==> config.mk <==
export PLATFORM = sky130hd
export DESIGN_NAME = dpo_top
export DESIGN_NICKNAME = d
export VERILOG_FILES = /design/src/dpo_ramp.v /design/src/dpo_top.v
export VERILOG_INCLUDE_DIRS = /design/src
export SDC_FILE = /design/constraint.sdc
export NUM_CORES = 1
export LEC_CHECK = 0
export BUFFER_PORTS_ARGS = -buffer_cell sky130_fd_sc_hd__buf_2
export CORE_UTILIZATION = 60
export DETAILED_ROUTE_END_ITERATION = 6
export GPL_ROUTABILITY_DRIVEN = 0
export PLACE_DENSITY_LB_ADDON = 0.12
export REMOVE_ABC_BUFFERS = 1
export SYNTH_ARGS = -nofsm -noshare
export SYNTH_HDL_FRONTEND = slang
export SYNTH_SLANG_ARGS = --single-unit
==> constraint.sdc <==
create_clock -name clk_i -period 11.4 [get_ports clk_i]
set_input_delay 0.57 -clock clk_i [delete_from_list [all_inputs] [get_ports clk_i]]
set_output_delay 0.57 -clock clk_i [all_outputs]
set_load 0.01 [all_outputs]
==> src/dpo_defines.vh <==
// Constants for the DPLL output phase offset block: register indices,
// field positions, reset values and ramp timing.
// Assumes a single 125 MHz system clock and a classic Wishbone slave port.
`ifndef DPO_DEFINES_VH
`define DPO_DEFINES_VH

// ----------------------------------------------------------------------
// register indices (byte address is four times the index)
// ----------------------------------------------------------------------
`define DPO_IDX_OFS_LO 7'h70
`define DPO_IDX_OFS_HI 7'h71
`define DPO_IDX_TRIM 7'h72
`define DPO_IDX_BO_CTRL 7'h76
`define DPO_IDX_SYNC_MON 7'h7C
`define DPO_IDX_STATUS 7'h7D
`define DPO_IDX_APPLIED 7'h7E
`define DPO_IDX_APPLIED_PS 7'h7F

// ----------------------------------------------------------------------
// field positions
// ----------------------------------------------------------------------
`define DPO_BO_EN_BIT 0
`define DPO_RAMP_DIS_BIT 0
`define DPO_ST_BUSY_BIT 0
`define DPO_ST_LOCK_BIT 1
`define DPO_ST_BO_BIT 2
`define DPO_TRIM_MSB 5
`define DPO_FRAC_MSB 10
`define DPO_INVERT_BIT 10

// ----------------------------------------------------------------------
// reset values
// ----------------------------------------------------------------------
`define DPO_RST_OFS_LO 8'h00
`define DPO_RST_OFS_HI 8'h00
`define DPO_RST_TRIM 6'h00
`define DPO_RST_BO_CTRL 8'h00
`define DPO_RST_SYNC_MON 8'h00

// ----------------------------------------------------------------------
// scaling and timing
// ----------------------------------------------------------------------
// offset LSB weight in milli-picoseconds (6.279 ps)
`define DPO_LSB_MPS 15'h1887
`define DPO_CLK_PERIOD_NS 8
// time between two single-LSB ramp steps
`define DPO_RAMP_STEP_NS 1000
`define DPO_RAMP_STEP_CYC (`DPO_RAMP_STEP_NS / `DPO_CLK_PERIOD_NS)

`endif

==> src/dpo_ramp.v <==
// Ramp engine: moves the applied offset toward the target word, one LSB
// per step interval while ramping is allowed, otherwise in one jump.
// Assumes target and ramp enable come from logic on the same clock.
`timescale 1ns/100ps
`default_nettype none
`include "dpo_defines.vh"

module dpo_ramp #(
    parameter STEP_CYC = `DPO_RAMP_STEP_CYC
) (
    // clock and reset
    input wire clk_i,
    input wire rst_i,
    // control
    input wire [15:0] target_i,
    input wire ramp_en_i,
    // result
    output reg [15:0] applied_o,
    output reg signed [31:0] applied_mps_o,
    output reg busy_o
);

    // ------------------------------------------------------------------
    // step timer and next applied value
    // ------------------------------------------------------------------
    reg [31:0] tick_r;
    reg [15:0] applied_nxt;
    wire signed [15:0] tgt_s = target_i;
    wire signed [15:0] app_s = applied_o;
    wire tick = (tick_r == 32'h00000000);
    wire signed [14:0] lsb_w = `DPO_LSB_MPS;
    wire signed [30:0] mps_w;

    // one step toward target per tick, or straight jump
    always @* begin
        applied_nxt = applied_o;
        if (!ramp_en_i) begin
            applied_nxt = target_i;
        end else if (tick && (tgt_s > app_s)) begin
            applied_nxt = applied_o + 16'h0001;
        end else if (tick && (tgt_s < app_s)) begin
            applied_nxt = applied_o - 16'h0001;
        end
    end

    // signed word times 6.279 ps, kept in milli-picoseconds
    assign mps_w = $signed(applied_nxt) * lsb_w;

    // state registers
    always @(posedge clk_i) begin
        if (rst_i) begin
            tick_r <= 32'h00000000;
            applied_o <= 16'h0000;
            applied_mps_o <= 32'h00000000;
            busy_o <= 1'b0;
        end else begin
            if (tick || !ramp_en_i) begin
                tick_r <= STEP_CYC - 1;
            end else begin
                tick_r <= tick_r - 32'h00000001;
            end
            applied_o <= applied_nxt;
            applied_mps_o <= {mps_w[30], mps_w};
            busy_o <= (applied_nxt != target_i);
        end
    end

endmodule
`default_nettype wire

==> src/dpo_top.v <==
// DPLL output phase offset control: Wishbone register file, target word
// assembly, build-out override and the phase outputs toward the DPLL.
// Assumes the lock indication comes from DPLL logic on the same clock.
`timescale 1ns/100ps
`default_nettype none
`include "dpo_defines.vh"

module dpo_top #(
    parameter RAMP_STEP_CYC = `DPO_RAMP_STEP_CYC
) (
    // clock and reset
    input wire clk_i,
    input wire rst_i,
    // classic wishbone slave
    input wire cyc_i,
    input wire stb_i,
    input wire we_i,
    input wire [8:0] adr_i,
    input wire [3:0] sel_i,
    input wire [31:0] dat_i,
    output reg [31:0] dat_o,
    output reg ack_o,
    // dpll status
    input wire dpll_locked_i,
    // phase offset toward the output clock path
    output reg [15:0] offset_word_o,
    output reg [10:0] phase_frac_o,
    output reg clk_invert_o,
    output reg signed [31:0] offset_mps_o,
    output reg ramp_busy_o,
    // phase build-out controls
    output reg phase_buildout_en_o,
    output reg [5:0] buildout_trim_value_o
);

    // ------------------------------------------------------------------
    // register storage
    // ------------------------------------------------------------------
    reg [7:0] ofs_lo_r;
    reg [7:0] ofs_hi_r;
    reg [5:0] trim_r;
    reg [7:0] bo_ctrl_r;
    reg [7:0] sync_mon_r;
    reg [31:0] rdata_nxt;

    // ------------------------------------------------------------------
    // bus decode
    // ------------------------------------------------------------------
    wire [6:0] idx = adr_i[8:2];
    wire req = cyc_i && stb_i && !ack_o;
    wire wr = req && we_i && sel_i[0];

    // ------------------------------------------------------------------
    // offset word, build-out override and ramp control
    // ------------------------------------------------------------------
    wire [15:0] prog_word = {ofs_hi_r, ofs_lo_r};
    wire bo_en = bo_ctrl_r[`DPO_BO_EN_BIT];
    wire ramp_dis = sync_mon_r[`DPO_RAMP_DIS_BIT];
    // build-out mode ignores the programmed word
    wire [15:0] target = bo_en ? 16'h0000 : prog_word;
    // ramp only while locked and not turned off
    wire ramp_en = dpll_locked_i && !ramp_dis;
    wire [15:0] applied;
    wire signed [31:0] applied_mps;
    wire busy;

    // ramp engine
    dpo_ramp #(
        .STEP_CYC(RAMP_STEP_CYC)
    ) u_ramp (
        .clk_i(clk_i),
        .rst_i(rst_i),
        .target_i(target),
        .ramp_en_i(ramp_en),
        .applied_o(applied),
        .applied_mps_o(applied_mps),
        .busy_o(busy)
    );

    // ------------------------------------------------------------------
    // register writes
    // ------------------------------------------------------------------
    // byte lane 0 carries every register; unmapped writes are dropped
    always @(posedge clk_i) begin
        if (rst_i) begin
            ofs_lo_r <= `DPO_RST_OFS_LO;
            ofs_hi_r <= `DPO_RST_OFS_HI;
            trim_r <= `DPO_RST_TRIM;
            bo_ctrl_r <= `DPO_RST_BO_CTRL;
            sync_mon_r <= `DPO_RST_SYNC_MON;
        end else if (wr) begin
            if (idx == `DPO_IDX_OFS_LO) begin
                ofs_lo_r <= dat_i[7:0];
            end else if (idx == `DPO_IDX_OFS_HI) begin
                ofs_hi_r <= dat_i[7:0];
            end else if (idx == `DPO_IDX_TRIM) begin
                trim_r <= dat_i[`DPO_TRIM_MSB:0];
            end else if (idx == `DPO_IDX_BO_CTRL) begin
                bo_ctrl_r <= dat_i[7:0];
            end else if (idx == `DPO_IDX_SYNC_MON) begin
                sync_mon_r <= dat_i[7:0];
            end
        end
    end

    // ------------------------------------------------------------------
    // read mux
    // ------------------------------------------------------------------
    // unmapped reads answer zero
    always @* begin
        rdata_nxt = 32'h00000000;
        if (idx == `DPO_IDX_OFS_LO) begin
            rdata_nxt[7:0] = ofs_lo_r;
        end else if (idx == `DPO_IDX_OFS_HI) begin
            rdata_nxt[7:0] = ofs_hi_r;
        end else if (idx == `DPO_IDX_TRIM) begin
            rdata_nxt[`DPO_TRIM_MSB:0] = trim_r;
        end else if (idx == `DPO_IDX_BO_CTRL) begin
            rdata_nxt[7:0] = bo_ctrl_r;
        end else if (idx == `DPO_IDX_SYNC_MON) begin
            rdata_nxt[7:0] = sync_mon_r;
        end else if (idx == `DPO_IDX_STATUS) begin
            rdata_nxt[`DPO_ST_BUSY_BIT] = busy;
            rdata_nxt[`DPO_ST_LOCK_BIT] = dpll_locked_i;
            rdata_nxt[`DPO_ST_BO_BIT] = bo_en;
        end else if (idx == `DPO_IDX_APPLIED) begin
            rdata_nxt[15:0] = applied;
        end else if (idx == `DPO_IDX_APPLIED_PS) begin
            rdata_nxt = applied_mps;
        end
    end

    // ------------------------------------------------------------------
    // bus answer
    // ------------------------------------------------------------------
    // ack one cycle after the request, dropped the cycle after
    always @(posedge clk_i) begin
        if (rst_i) begin
            ack_o <= 1'b0;
            dat_o <= 32'h00000000;
        end else begin
            ack_o <= req;
            if (req && !we_i) begin
                dat_o <= rdata_nxt;
            end
        end
    end

    // ------------------------------------------------------------------
    // outputs toward the clock path
    // ------------------------------------------------------------------
    // each LSB is 1/2048 of the internal clock period; bit 10 is a half
    always @(posedge clk_i) begin
        if (rst_i) begin
            offset_word_o <= 16'h0000;
            phase_frac_o <= 11'h000;
            clk_invert_o <= 1'b0;
            offset_mps_o <= 32'h00000000;
            ramp_busy_o <= 1'b0;
            phase_buildout_en_o <= 1'b0;
            buildout_trim_value_o <= 6'h00;
        end else begin
            offset_word_o <= applied;
            phase_frac_o <= applied[`DPO_FRAC_MSB:0];
            clk_invert_o <= applied[`DPO_INVERT_BIT];
            offset_mps_o <= applied_mps;
            ramp_busy_o <= busy;
            phase_buildout_en_o <= bo_en;
            buildout_trim_value_o <= trim_r;
        end
    end

endmodule
`default_nettype wire
; Word level (Yosys, flattened, before mapping)
; Index checks and enable logic that the tools add are counted.
[classes]
n_reduce_logical = 20
n_mux = 33
magnitude_cmp = 2
n_eq_ne = 9
n_bitwise = 4
multipliers = 1
add_sub_neg = 3
[op_table]
columns = operator, n
row1 = 32-bit two-way mux, 8
row2 = 16-bit two-way mux, 12
row3 = 24-bit two-way mux, 4
row4 = "7-bit equality test, second input constant", 8
row5 = 32-bit zero test, 1
row6 = 8-bit two-way mux, 4
row7 = "32-bit by 1-bit subtractor with 32-bit output, second input constant", 1
row8 = "16-bit by 14-bit multiplier with 30-bit output, second input constant", 1
row9 = 29-bit two-way mux, 1
row10 = 26-bit two-way mux, 1
row11 = "16-bit by 1-bit adder with 16-bit output, second input constant", 1
row12 = 16-bit > comparator, 1
row13 = 16-bit < comparator, 1
row14 = 16-bit != test, 1
row15 = "16-bit by 1-bit subtractor with 16-bit output, second input constant", 1
row16 = 1-bit logical AND, 8
row17 = 7-bit two-way mux, 1
row18 = 6-bit two-way mux, 1
row19 = 6-bit AND reduction, 1
row20 = 5-bit AND reduction, 1
row21 = 1-bit zero test, 4
row22 = 1-bit inverter, 4
row23 = 4-bit AND reduction, 1
row24 = 3-bit two-way mux, 1
row25 = 4 further kinds, 4
[totals]
out_inout_bits = 101
inputBits = 51
reg_bits = 216

; Logic depth before layout (Yosys ltp)
; Gate-level depths: netlist of the first run.
[depth]
ltp_word = 22
ltp_mapped = 39
mapped_depth_nobuf = 35

; Cells and area by module
; From an unflattened synthesis of the first run, not the netlist that was laid out.
[hier_totals]
cells_unflattened = 1458
area_unflattened_um2 = 13165.1
[modules_own_cells]
columns = mod, cells_each, n_inst, area_each_um2
row1 = dpo_ramp, 947, 1, 8220.4
row2 = dpo_top, 511, 1, 4944.7

; Worst setup path after synthesis of the first run
; Ideal clock, no wire load.
[synth_timing]
path_type = reg-to-reg
startpoint = reg bo_ctrl_r[0]
endpoint = reg u_ramp.applied_mps_o[27]
path_stages_with_launch = 39
setup_slack_ns = 2.804
t_arrival_ns = 8.464
period_less_slack_ns = 8.596
t_required_ns = 11.267
path_buffers = 6
path_cell_list = dfxtp_1 clkbuf_1 clkbuf_1 nand2b_1 inv_1 ha_1 nand3_1 nor3_1 a31o_2 clkbuf_1 and2_1 clkbuf_1 buf_1 buf_1 nor2_1 a21oi_1 xnor2_1 a21oi_1 [... 3 more ...] inv_1 fa_1 inv_1 fa_1 inv_1 fa_1 inv_1 ha_1 nand3_1 or2_2 or3b_2 a21o_1 a31o_2 o21ai_0 o31a_1 o21ai_0 a21oi_1 nor3b_1
[synth_via]
elab_chain_len = 7
[synth_lines]
columns = item, line_no
row1 = "start, declared", dpo_top.v:42  ; reg [7:0] bo_ctrl_r;
row2 = "start signal, assigned", dpo_top.v:89  ; bo_ctrl_r <= `DPO_RST_BO_CTRL;
row3 = "start signal, assigned", dpo_top.v:99  ; bo_ctrl_r <= dat_i[7:0];
row4 = 16-bit two-way mux *, dpo_top.v:60  ; wire [15:0] target = bo_en ? 16'h0000 : prog_word;
row5 = 16-bit < comparator, dpo_ramp.v:41  ; end else if (tick && (tgt_s < app_s)) begin
row6 = 1-bit logical AND, dpo_ramp.v:41
row7 = 16-bit two-way mux, dpo_ramp.v:41
row8 = 16-bit two-way mux, dpo_ramp.v:39  ; end else if (tick && (tgt_s > app_s)) begin
row9 = 16-bit two-way mux *, dpo_ramp.v:37  ; if (!ramp_en_i) begin
row10 = net u_ramp.applied_nxt[10], dpo_ramp.v:27  ; reg [15:0] applied_nxt;
row11 = 16-bit by 14-bit multiplier with 30-bit output *, dpo_ramp.v:47  ; assign mps_w = $signed(applied_nxt) * lsb_w;
row12 = "end signal, assigned", dpo_ramp.v:63  ; applied_mps_o <= {mps_w[30], mps_w};
row13 = "end, declared", dpo_ramp.v:19  ; output reg signed [31:0] applied_mps_o,
; Mark *: on every way through the listed nets, which the timed path passes. The rest lies on a longest branch.
; A chain may end at the register's enable or synchronous reset.

; Final worst setup path of the first run
; Same ends and word-level chain as after synthesis.

==> results.yml, run 1 <==
clock_tree:
  h-tree-depth: 4
  clkLatencyLatePin_ns: 0.45
  max-clock-path-buffers: 2
  cts_setup_buffers: 0
  cts.sinks: 200
  hold_buffers: 0
  cts_tree: "yes"
  clk_pin_slew_ns: 0.08
  numCtsBuffers: 17
  clock-root-buffer: "clkbuf_16"
  cts_resized: 0
sta:
  drv_slew: 0
  finalSetupViolCount: 0
  fin_crit_ns: 10.10
  worst_pin_slew_ns: 1.12
  max_freq_ghz: 0.0990
  rsz0062_at_grt: "no"
  hold_viol_final: 0
  max-slew-margin-rel: 0.245
  finalWorstSetupSlack_ns: 1.30
  fin_crit_sh: 0.886
  finalSetupTns_ns: 0
  finClkSkew_ns: 0.0161
critical_path:
  crit_start: "bo_ctrl_r[0]$_SDFFE_PP0P_"
  start_kind: "register"
  reg2reg_from: "bo_ctrl_r[0]$_SDFFE_PP0P_"
  rrSetupSlack_ns: 1.30
  cpPeakStageDelay_ns: 0.86
  worstRegToRegCells: 33
  crit_top_cell: "inv_1"
  arrival_ns: 10.41
  timing.rr.end: "u_ramp.applied_mps_o[27]$_SDFF_PP0_"
  timing_worst_setup_path_type: "reg -> reg"
  endpoint_kind: "register"
  worst-endpoint-required_ns: 11.72
  crit_end: "u_ramp.applied_mps_o[27]$_SDFF_PP0_"
  cp_max_fo: 23
  cp_slowest_cell: "dfxtp_1"
synth:
  synth_seq_cells: 200
  ys_types: 71
  netlist_top_cells_area: "dfxtp_1, ha_1, fa_1, nor2_1, xnor2_1"
  synth-warning-count: 0
  synthTopCellsByCount: "dfxtp_1, nor2_1, inv_1"
  synth_cells: 1428
  synth_top_cell_by_area: "dfxtp_1"
  syn-cell-area_um2: 12700
  syn_area_per_cell_um2: 8.88
  synth_top_area_frac: 0.316
  async_flop_share: 0
  yosysSeqAreaShare: 0.316
  yosysMostFrequentCell: "dfxtp_1"
  synth_edf_count: 0
  synthFlopType: "dfxtp_1"
drt:
  drt-pass1-iter-count: 5
  drc: 0
  totalWireLength_um: 29600
  drt_iter0_drc: 643
  antenna_left: 0
  vias_per_cell: 5.73
  wl_per_cell_um: 16.6
  vias: 10200
floorplanning:
  die_area_um2: 21700
  fp.dieW_um: 147
  die_y_um: 147
  start_util: 0.619
  std_cell_rows: 52
  coreArea_um2: 20500
  io-pin-count: 152
global_routing:
  grt.overflow.total: 0
  grt_max_degree: 71
  grt_pass1_vias: 9677
  grt_pass1_wl_um: 47700
  grt.total_usage: 0.278
  antenna_found_initial: 0
place:
  dp_slack_ns: 1.46
  dp_hpwl_um: 22700
  placed_area_um2: 13400
  port_buffers: 122
power:
  worst_ir_drop_vdd_uv: 80.2
  p_leak_nw: 6.47
  power_density_nw_per_um2: 108
final_layout:
  antenna_cells: 0
  fin_util: 0.680
  drive_gt1_frac: 0.129
  area_growth_pct: 9.89
  final_area_um2: 13900
  nNetsFinal: 1716
run:
  drv_cap: 0
hold_path:
  holdCritPathClass: "in -> reg"
outcome:
  outcome: "finished clean"
power by group:
group	total, mW	switching (mW)	internal, mW
Combinational	0.197	0.123	0.0741
Clock	0.582	0.287	0.295
Sequential	0.726	0.0112	0.715
Total	1.51	0.422	1.08
area by class of cell:
class	instances	area [µm²]
fill	1713	6560
tap	270	338
clock buffer	18	439
clock inverter	13	135
timing repair buffer	135	711
multi-input combinational	1034	7880
sequential	200	4000
inverter	114	428
layout by cell type, fill, tap and decap left out, types with 7 or more instances in the layout:
master | Yosys | routed
and2_1 | 7 | 7
nor2_1 | 177 | 177
and3_1 | 12 | 12
a21oi_1 | 78 | 78
nor3_1 | 41 | 41
xnor2_1 | 67 | 67
inv_1 | 112 | 112
xor2_1 | 22 | 22
nor4_1 | 17 | 15
fa_1 | 60 | 60
nand3_1 | 36 | 36
nand2_1 | 71 | 71
a31oi_1 | 9 | 9
ha_1 | 103 | 103
nand4_1 | 12 | 12
dfxtp_1 | 200 | 200
o21ai_0 | 38 | 38
clkbuf_16 | 0 | 17
a22o_1 | 14 | 14
or3_1 | 15 | 15
buf_4 | 17 | 14
a211oi_1 | 16 | 16
a21o_1 | 8 | 8
mux2i_1 | 56 | 56
nand2b_1 | 17 | 17
nor2b_1 | 59 | 59
buf_2 | 2 | 121
state kept, by name, indices dropped and copies added, names as in the netlist, 6 cells and up:
register / cells
bo_ctrl_r: 8
sync_mon_r: 8
u_ramp.tick_r: 32
offset_mps_o: 29
ofs_hi_r: 8
offset_word_o: 16
dat_o: 30
ofs_lo_r: 8
u_ramp.applied_mps_o: 30
trim_r: 6
u_ramp.applied_o: 15
buildout_trim_value_o: 6
layer usage:
metal	up-vias	GRT usage	wire length, µm
met5	-	0	0
met4	0	0.0856	603
met3	42	0.0478	1610
met2	262	0.467	14300
met1	4908	0.365	13100
li1	5006	-	-
stage by stage:
stage | hold WS [ns] | cells | total power [mW]
global placement | 0.435 | 1753 | 0.934
finish | 0.445 | 1784 | 1.51
CTS | 0.435 | 1784 | 1.51
global route | 0.450 | 1784 | 1.57
detailed placement | 0.441 | 1753 | 0.937
floorplan | 0.417 | 1348 | 0.874
worst max-delay path, delay by kind of cell, from the launching register on:
family | cells | cell delay [ns]
AO/OA/AOI/OAI | 10 | 2.94
XOR/XNOR | 2 | 0.35
adder cells (fa/ha/maj) | 7 | 2.88
buffers and inverters | 6 | 0.59
flip-flops | 1 | 0.86
multiplexers | 1 | 0.40
AND/OR/NAND/NOR | 7 | 1.91
worst min-delay path by stage:
stage | startpoint | to | slack (ns) | cells past startpoint
after floorplan | u_ramp.tick_r[0]$_SDFF_PP0_ | u_ramp.tick_r[0]$_SDFF_PP0_ | 0.42 | 1
after global placement | u_ramp.tick_r[0]$_SDFF_PP0_ | u_ramp.tick_r[0]$_SDFF_PP0_ | 0.44 | 1
after detailed placement | dat_o[13]$_SDFFE_PP0P_ | dat_o[13]$_SDFFE_PP0P_ | 0.44 | 2
after CTS | dat_i[5] | ofs_lo_r[5]$_SDFFE_PP0P_ | 0.44 | 3
after global routing | dat_i[5] | ofs_hi_r[5]$_SDFFE_PP0P_ | 0.45 | 3
final | dat_i[5] | ofs_lo_r[5]$_SDFFE_PP0P_ | 0.44 | 3
logic make-up (layout without fill, tap and decap cells):
| group | Yosys count | after routing | synth area share |
|---|---|---|---|
| buffers and inverters | 194 | 280 | 0.0638 |
| flip-flops | 200 | 200 | 0.316 |
| adder cells (fa/ha/maj) | 163 | 163 | 0.196 |
| XOR/XNOR | 90 | 90 | 0.0628 |
| AO/OA/AOI/OAI | 223 | 223 | 0.114 |
| multiplexers | 61 | 61 | 0.0513 |
| AND/OR/NAND/NOR | 497 | 497 | 0.196 |
Power figures use the tool's default switching activity.
==> run 2, diff against run 1 <==
--- a/config.mk
+++ b/config.mk
@@ -6,6 +6,7 @@
 export SDC_FILE = /design/constraint.sdc
 export NUM_CORES = 1
 export LEC_CHECK = 0
+export ABC_AREA = 1
 export BUFFER_PORTS_ARGS = -buffer_cell sky130_fd_sc_hd__buf_2
 export CORE_UTILIZATION = 60
 export DETAILED_ROUTE_END_ITERATION = 6
==> results.yml, run 2 <==
synth:
  synth_cells: 1746
  syn_area_per_cell_um2: 7.46
  ys_types: 54
  yosysMostFrequentCell: "inv_1"
  yosysSeqAreaShare: 0.307
  async_flop_share: 0
  netlist_top_cells_area: "dfxtp_1, ha_1, fa_1, inv_1, nand2_1"
  synth_compound_area_frac: 0.128
  synthFlopType: "dfxtp_1"
  syn-cell-area_um2: 13000
  synth_top_cell_by_area: "dfxtp_1"
  synth_mux_area_frac: 0
  synth-warning-count: 0
  synth_top_family_by_area: "simple AND/OR/NAND/NOR gates"
  synthXorXnorAreaFrac: 0.0269
  synthSimpleGateAreaFrac: 0.233
  synth_top_area_frac: 0.307
  synth_edf_count: 0
  synthTopCellsByCount: "inv_1, nand2_1, nor2_1"
  synth_seq_cells: 200
  synthAdderAreaFrac: 0.191
drt:
  drt_iter0_drc: 975
  drc: 0
  totalWireLength_um: 32500
  antenna_left: 0
  vias_per_cell: 5.50
  drt-pass1-iter-count: 5
  wl_per_cell_um: 15.3
  vias: 11600
sta:
  rsz0062_at_grt: "no"
  drv_slew: 0
  max_freq_ghz: 0.119
  hold_viol_final: 0
  finClkSkew_ns: 0.0194
  finalSetupViolCount: 0
  worst_pin_slew_ns: 1.22
  fin_crit_ns: 8.41
  fin_crit_sh: 0.738
  max-slew-margin-rel: 0.183
  finalSetupTns_ns: 0
final_layout:
  antenna_cells: 0
  final_common_cell: "inv_1"
  largest-register: "u_ramp.tick_r"
  largest_reg_flops: 32
  mostFrequentLayoutCells: "inv_1, nand2_1, nor2_1, dfxtp_1, a21oi_1"
  final_area_um2: 14300
  nNetsFinal: 2042
  area_growth_pct: 9.90
  top_regs: "u_ramp.tick_r x32, dat_o x30, u_ramp.applied_mps_o x30"
  nFillCells: 1810
  drive_gt1_frac: 0.115
  multi_input_area_um2: 7540
  seq_area_um2: 4000
clock_tree:
  clkLatencyLatePin_ns: 0.45
  cts_tree: "yes"
  numCtsBuffers: 17
  cts.sinks: 200
  h-tree-depth: 4
  clk_pin_slew_ns: 0.09
  clock-root-buffer: "clkbuf_16"
  hold_buffers: 0
  cts_setup_buffers: 0
  max-clock-path-buffers: 2
  cts_resized: 0
critical_path:
  cp_slowest_cell: "nand2_2"
  endpoint_kind: "register"
  crit_top_cell: "nand2_1"
  cpPeakStageDelay_ns: 0.69
  start_kind: "register"
  arrival_ns: 8.75
  worst-endpoint-required_ns: 11.74
  timing_worst_setup_path_type: "reg -> reg"
  cp_max_fo: 30
floorplanning:
  io-pin-count: 152
  start_util: 0.616
  fp.dieW_um: 149
  die_area_um2: 22300
  die_y_um: 149
  std_cell_rows: 53
  coreArea_um2: 21200
global_routing:
  grt.overflow.total: 0
  antenna_found_initial: 0
  grt_pass1_vias: 10900
  grt_pass1_wl_um: 53200
  grt.total_usage: 0.302
  grt_max_degree: 97
place:
  port_buffers: 122
  dp_hpwl_um: 24800
  placed_area_um2: 13700
outcome:
  outcome: "finished clean"
power:
  switching_share: 0.349
  netSwitchingPower_uw: 670
  power_density_nw_per_um2: 134
  power_frac_clock: 0.335
  p_leak_nw: 7.34
  comb_power_share: 0.264
  intPower_mw: 1.25
  seqPwrFrac: 0.401
  worst_ir_drop_vdd_uv: 122
hold_path:
  holdCritPathClass: "in -> reg"
run:
  drv_cap: 0
==> run 2: changes by cell type in the layout (fill, tap and decap cells not counted), moves of 16 or more <==
cell      previous run  this run
nand2b_1            17         0
o21ai_0             38       112
nor2_1             177       213
a21oi_1             78       128
nor3_1              41        19
nand4_1             12        28
mux2i_1             56         0
nand2_1             71       246
a211oi_1            16         0
nand3_1             36       117
nor2b_1             59         0
xnor2_1             67         9
inv_1              112       280
==> run 2: worst max-delay path, delay by kind of cell, from the launching register on <==
kind                     cells  cell delay, ns
buffers and inverters        5            0.69
flip-flops                   1            0.55
AO/OA/AOI/OAI                9            1.41
AND/OR/NAND/NOR             15            2.72
adder cells (fa/ha/maj)      6            2.92
==> run 2: final timing paths <==
path                                       startpoint                                   to  slack [ns]  cells past startpoint
setup / recovery            bo_ctrl_r[0]$_SDFFE_PP0P_  u_ramp.applied_mps_o[27]$_SDFF_PP0_        2.99                     35
hold / removal                               dat_i[2]             ofs_hi_r[2]$_SDFFE_PP0P_        0.42                      3
setup reg to reg            bo_ctrl_r[0]$_SDFFE_PP0P_  u_ramp.applied_mps_o[27]$_SDFF_PP0_        2.99                     35
hold reg to reg   u_ramp.applied_mps_o[10]$_SDFF_PP0_          offset_mps_o[10]$_SDFF_PP0_        0.42                      2
==> run 2: cell type report <==
class | count | share of cell area
clock buffers | 18 | 0.0307
inverters | 297 | 0.0782
repair buffers | 129 | 0.0463
clock inverters | 14 | 0.0142
multi-input cells | 1183 | 0.527
well taps | 275 | 0.0240
flip-flops and latches | 200 | 0.280
==> run 2: metal layers <==
| metal | GRT usage | routed length [µm] |
|---|---|---|
| met2 | 0.512 | 15500 |
| met4 | 0.131 | 1190 |
| met1 | 0.384 | 14000 |
| met5 | 0 | 0 |
| met3 | 0.0407 | 1700 |
==> run 2: cell families (layout without fill, tap and decap cells) <==
group | count (synthesis) | in the layout
flip-flops | 200 | 200
buffers and inverters | 363 | 458
AO/OA/AOI/OAI | 304 | 304
adder cells (fa/ha/maj) | 163 | 163
AND/OR/NAND/NOR | 676 | 676
XOR/XNOR | 40 | 40
==> run 2: power by group through the flow <==
| stage | combinational [mW] | sequential (mW) | clock [mW] |
|---|---|---|---|
| finish | 0.507 | 0.770 | 0.642 |
| global route | 0.582 | 0.775 | 0.675 |
| CTS | 0.506 | 0.770 | 0.648 |
| detailed placement | 0.500 | 0.786 | 0 |
| global placement | 0.493 | 0.785 | 0 |
| floorplan | 0.362 | 0.788 | 0 |
==> run 2: through the flow <==
stage                      util  cells  setup slack [ns]  power (mW)  hold slack, ns
final                     0.677   2116              2.99        1.92           0.421
after global routing      0.677   2116              2.27        2.03           0.423
after CTS                 0.677   2116              3.02        1.92           0.417
after detailed placement  0.646   2084              3.10        1.29           0.416
after global placement    0.646   2084              3.19        1.28           0.416
after floorplan               -   1680              4.18        1.15           0.404
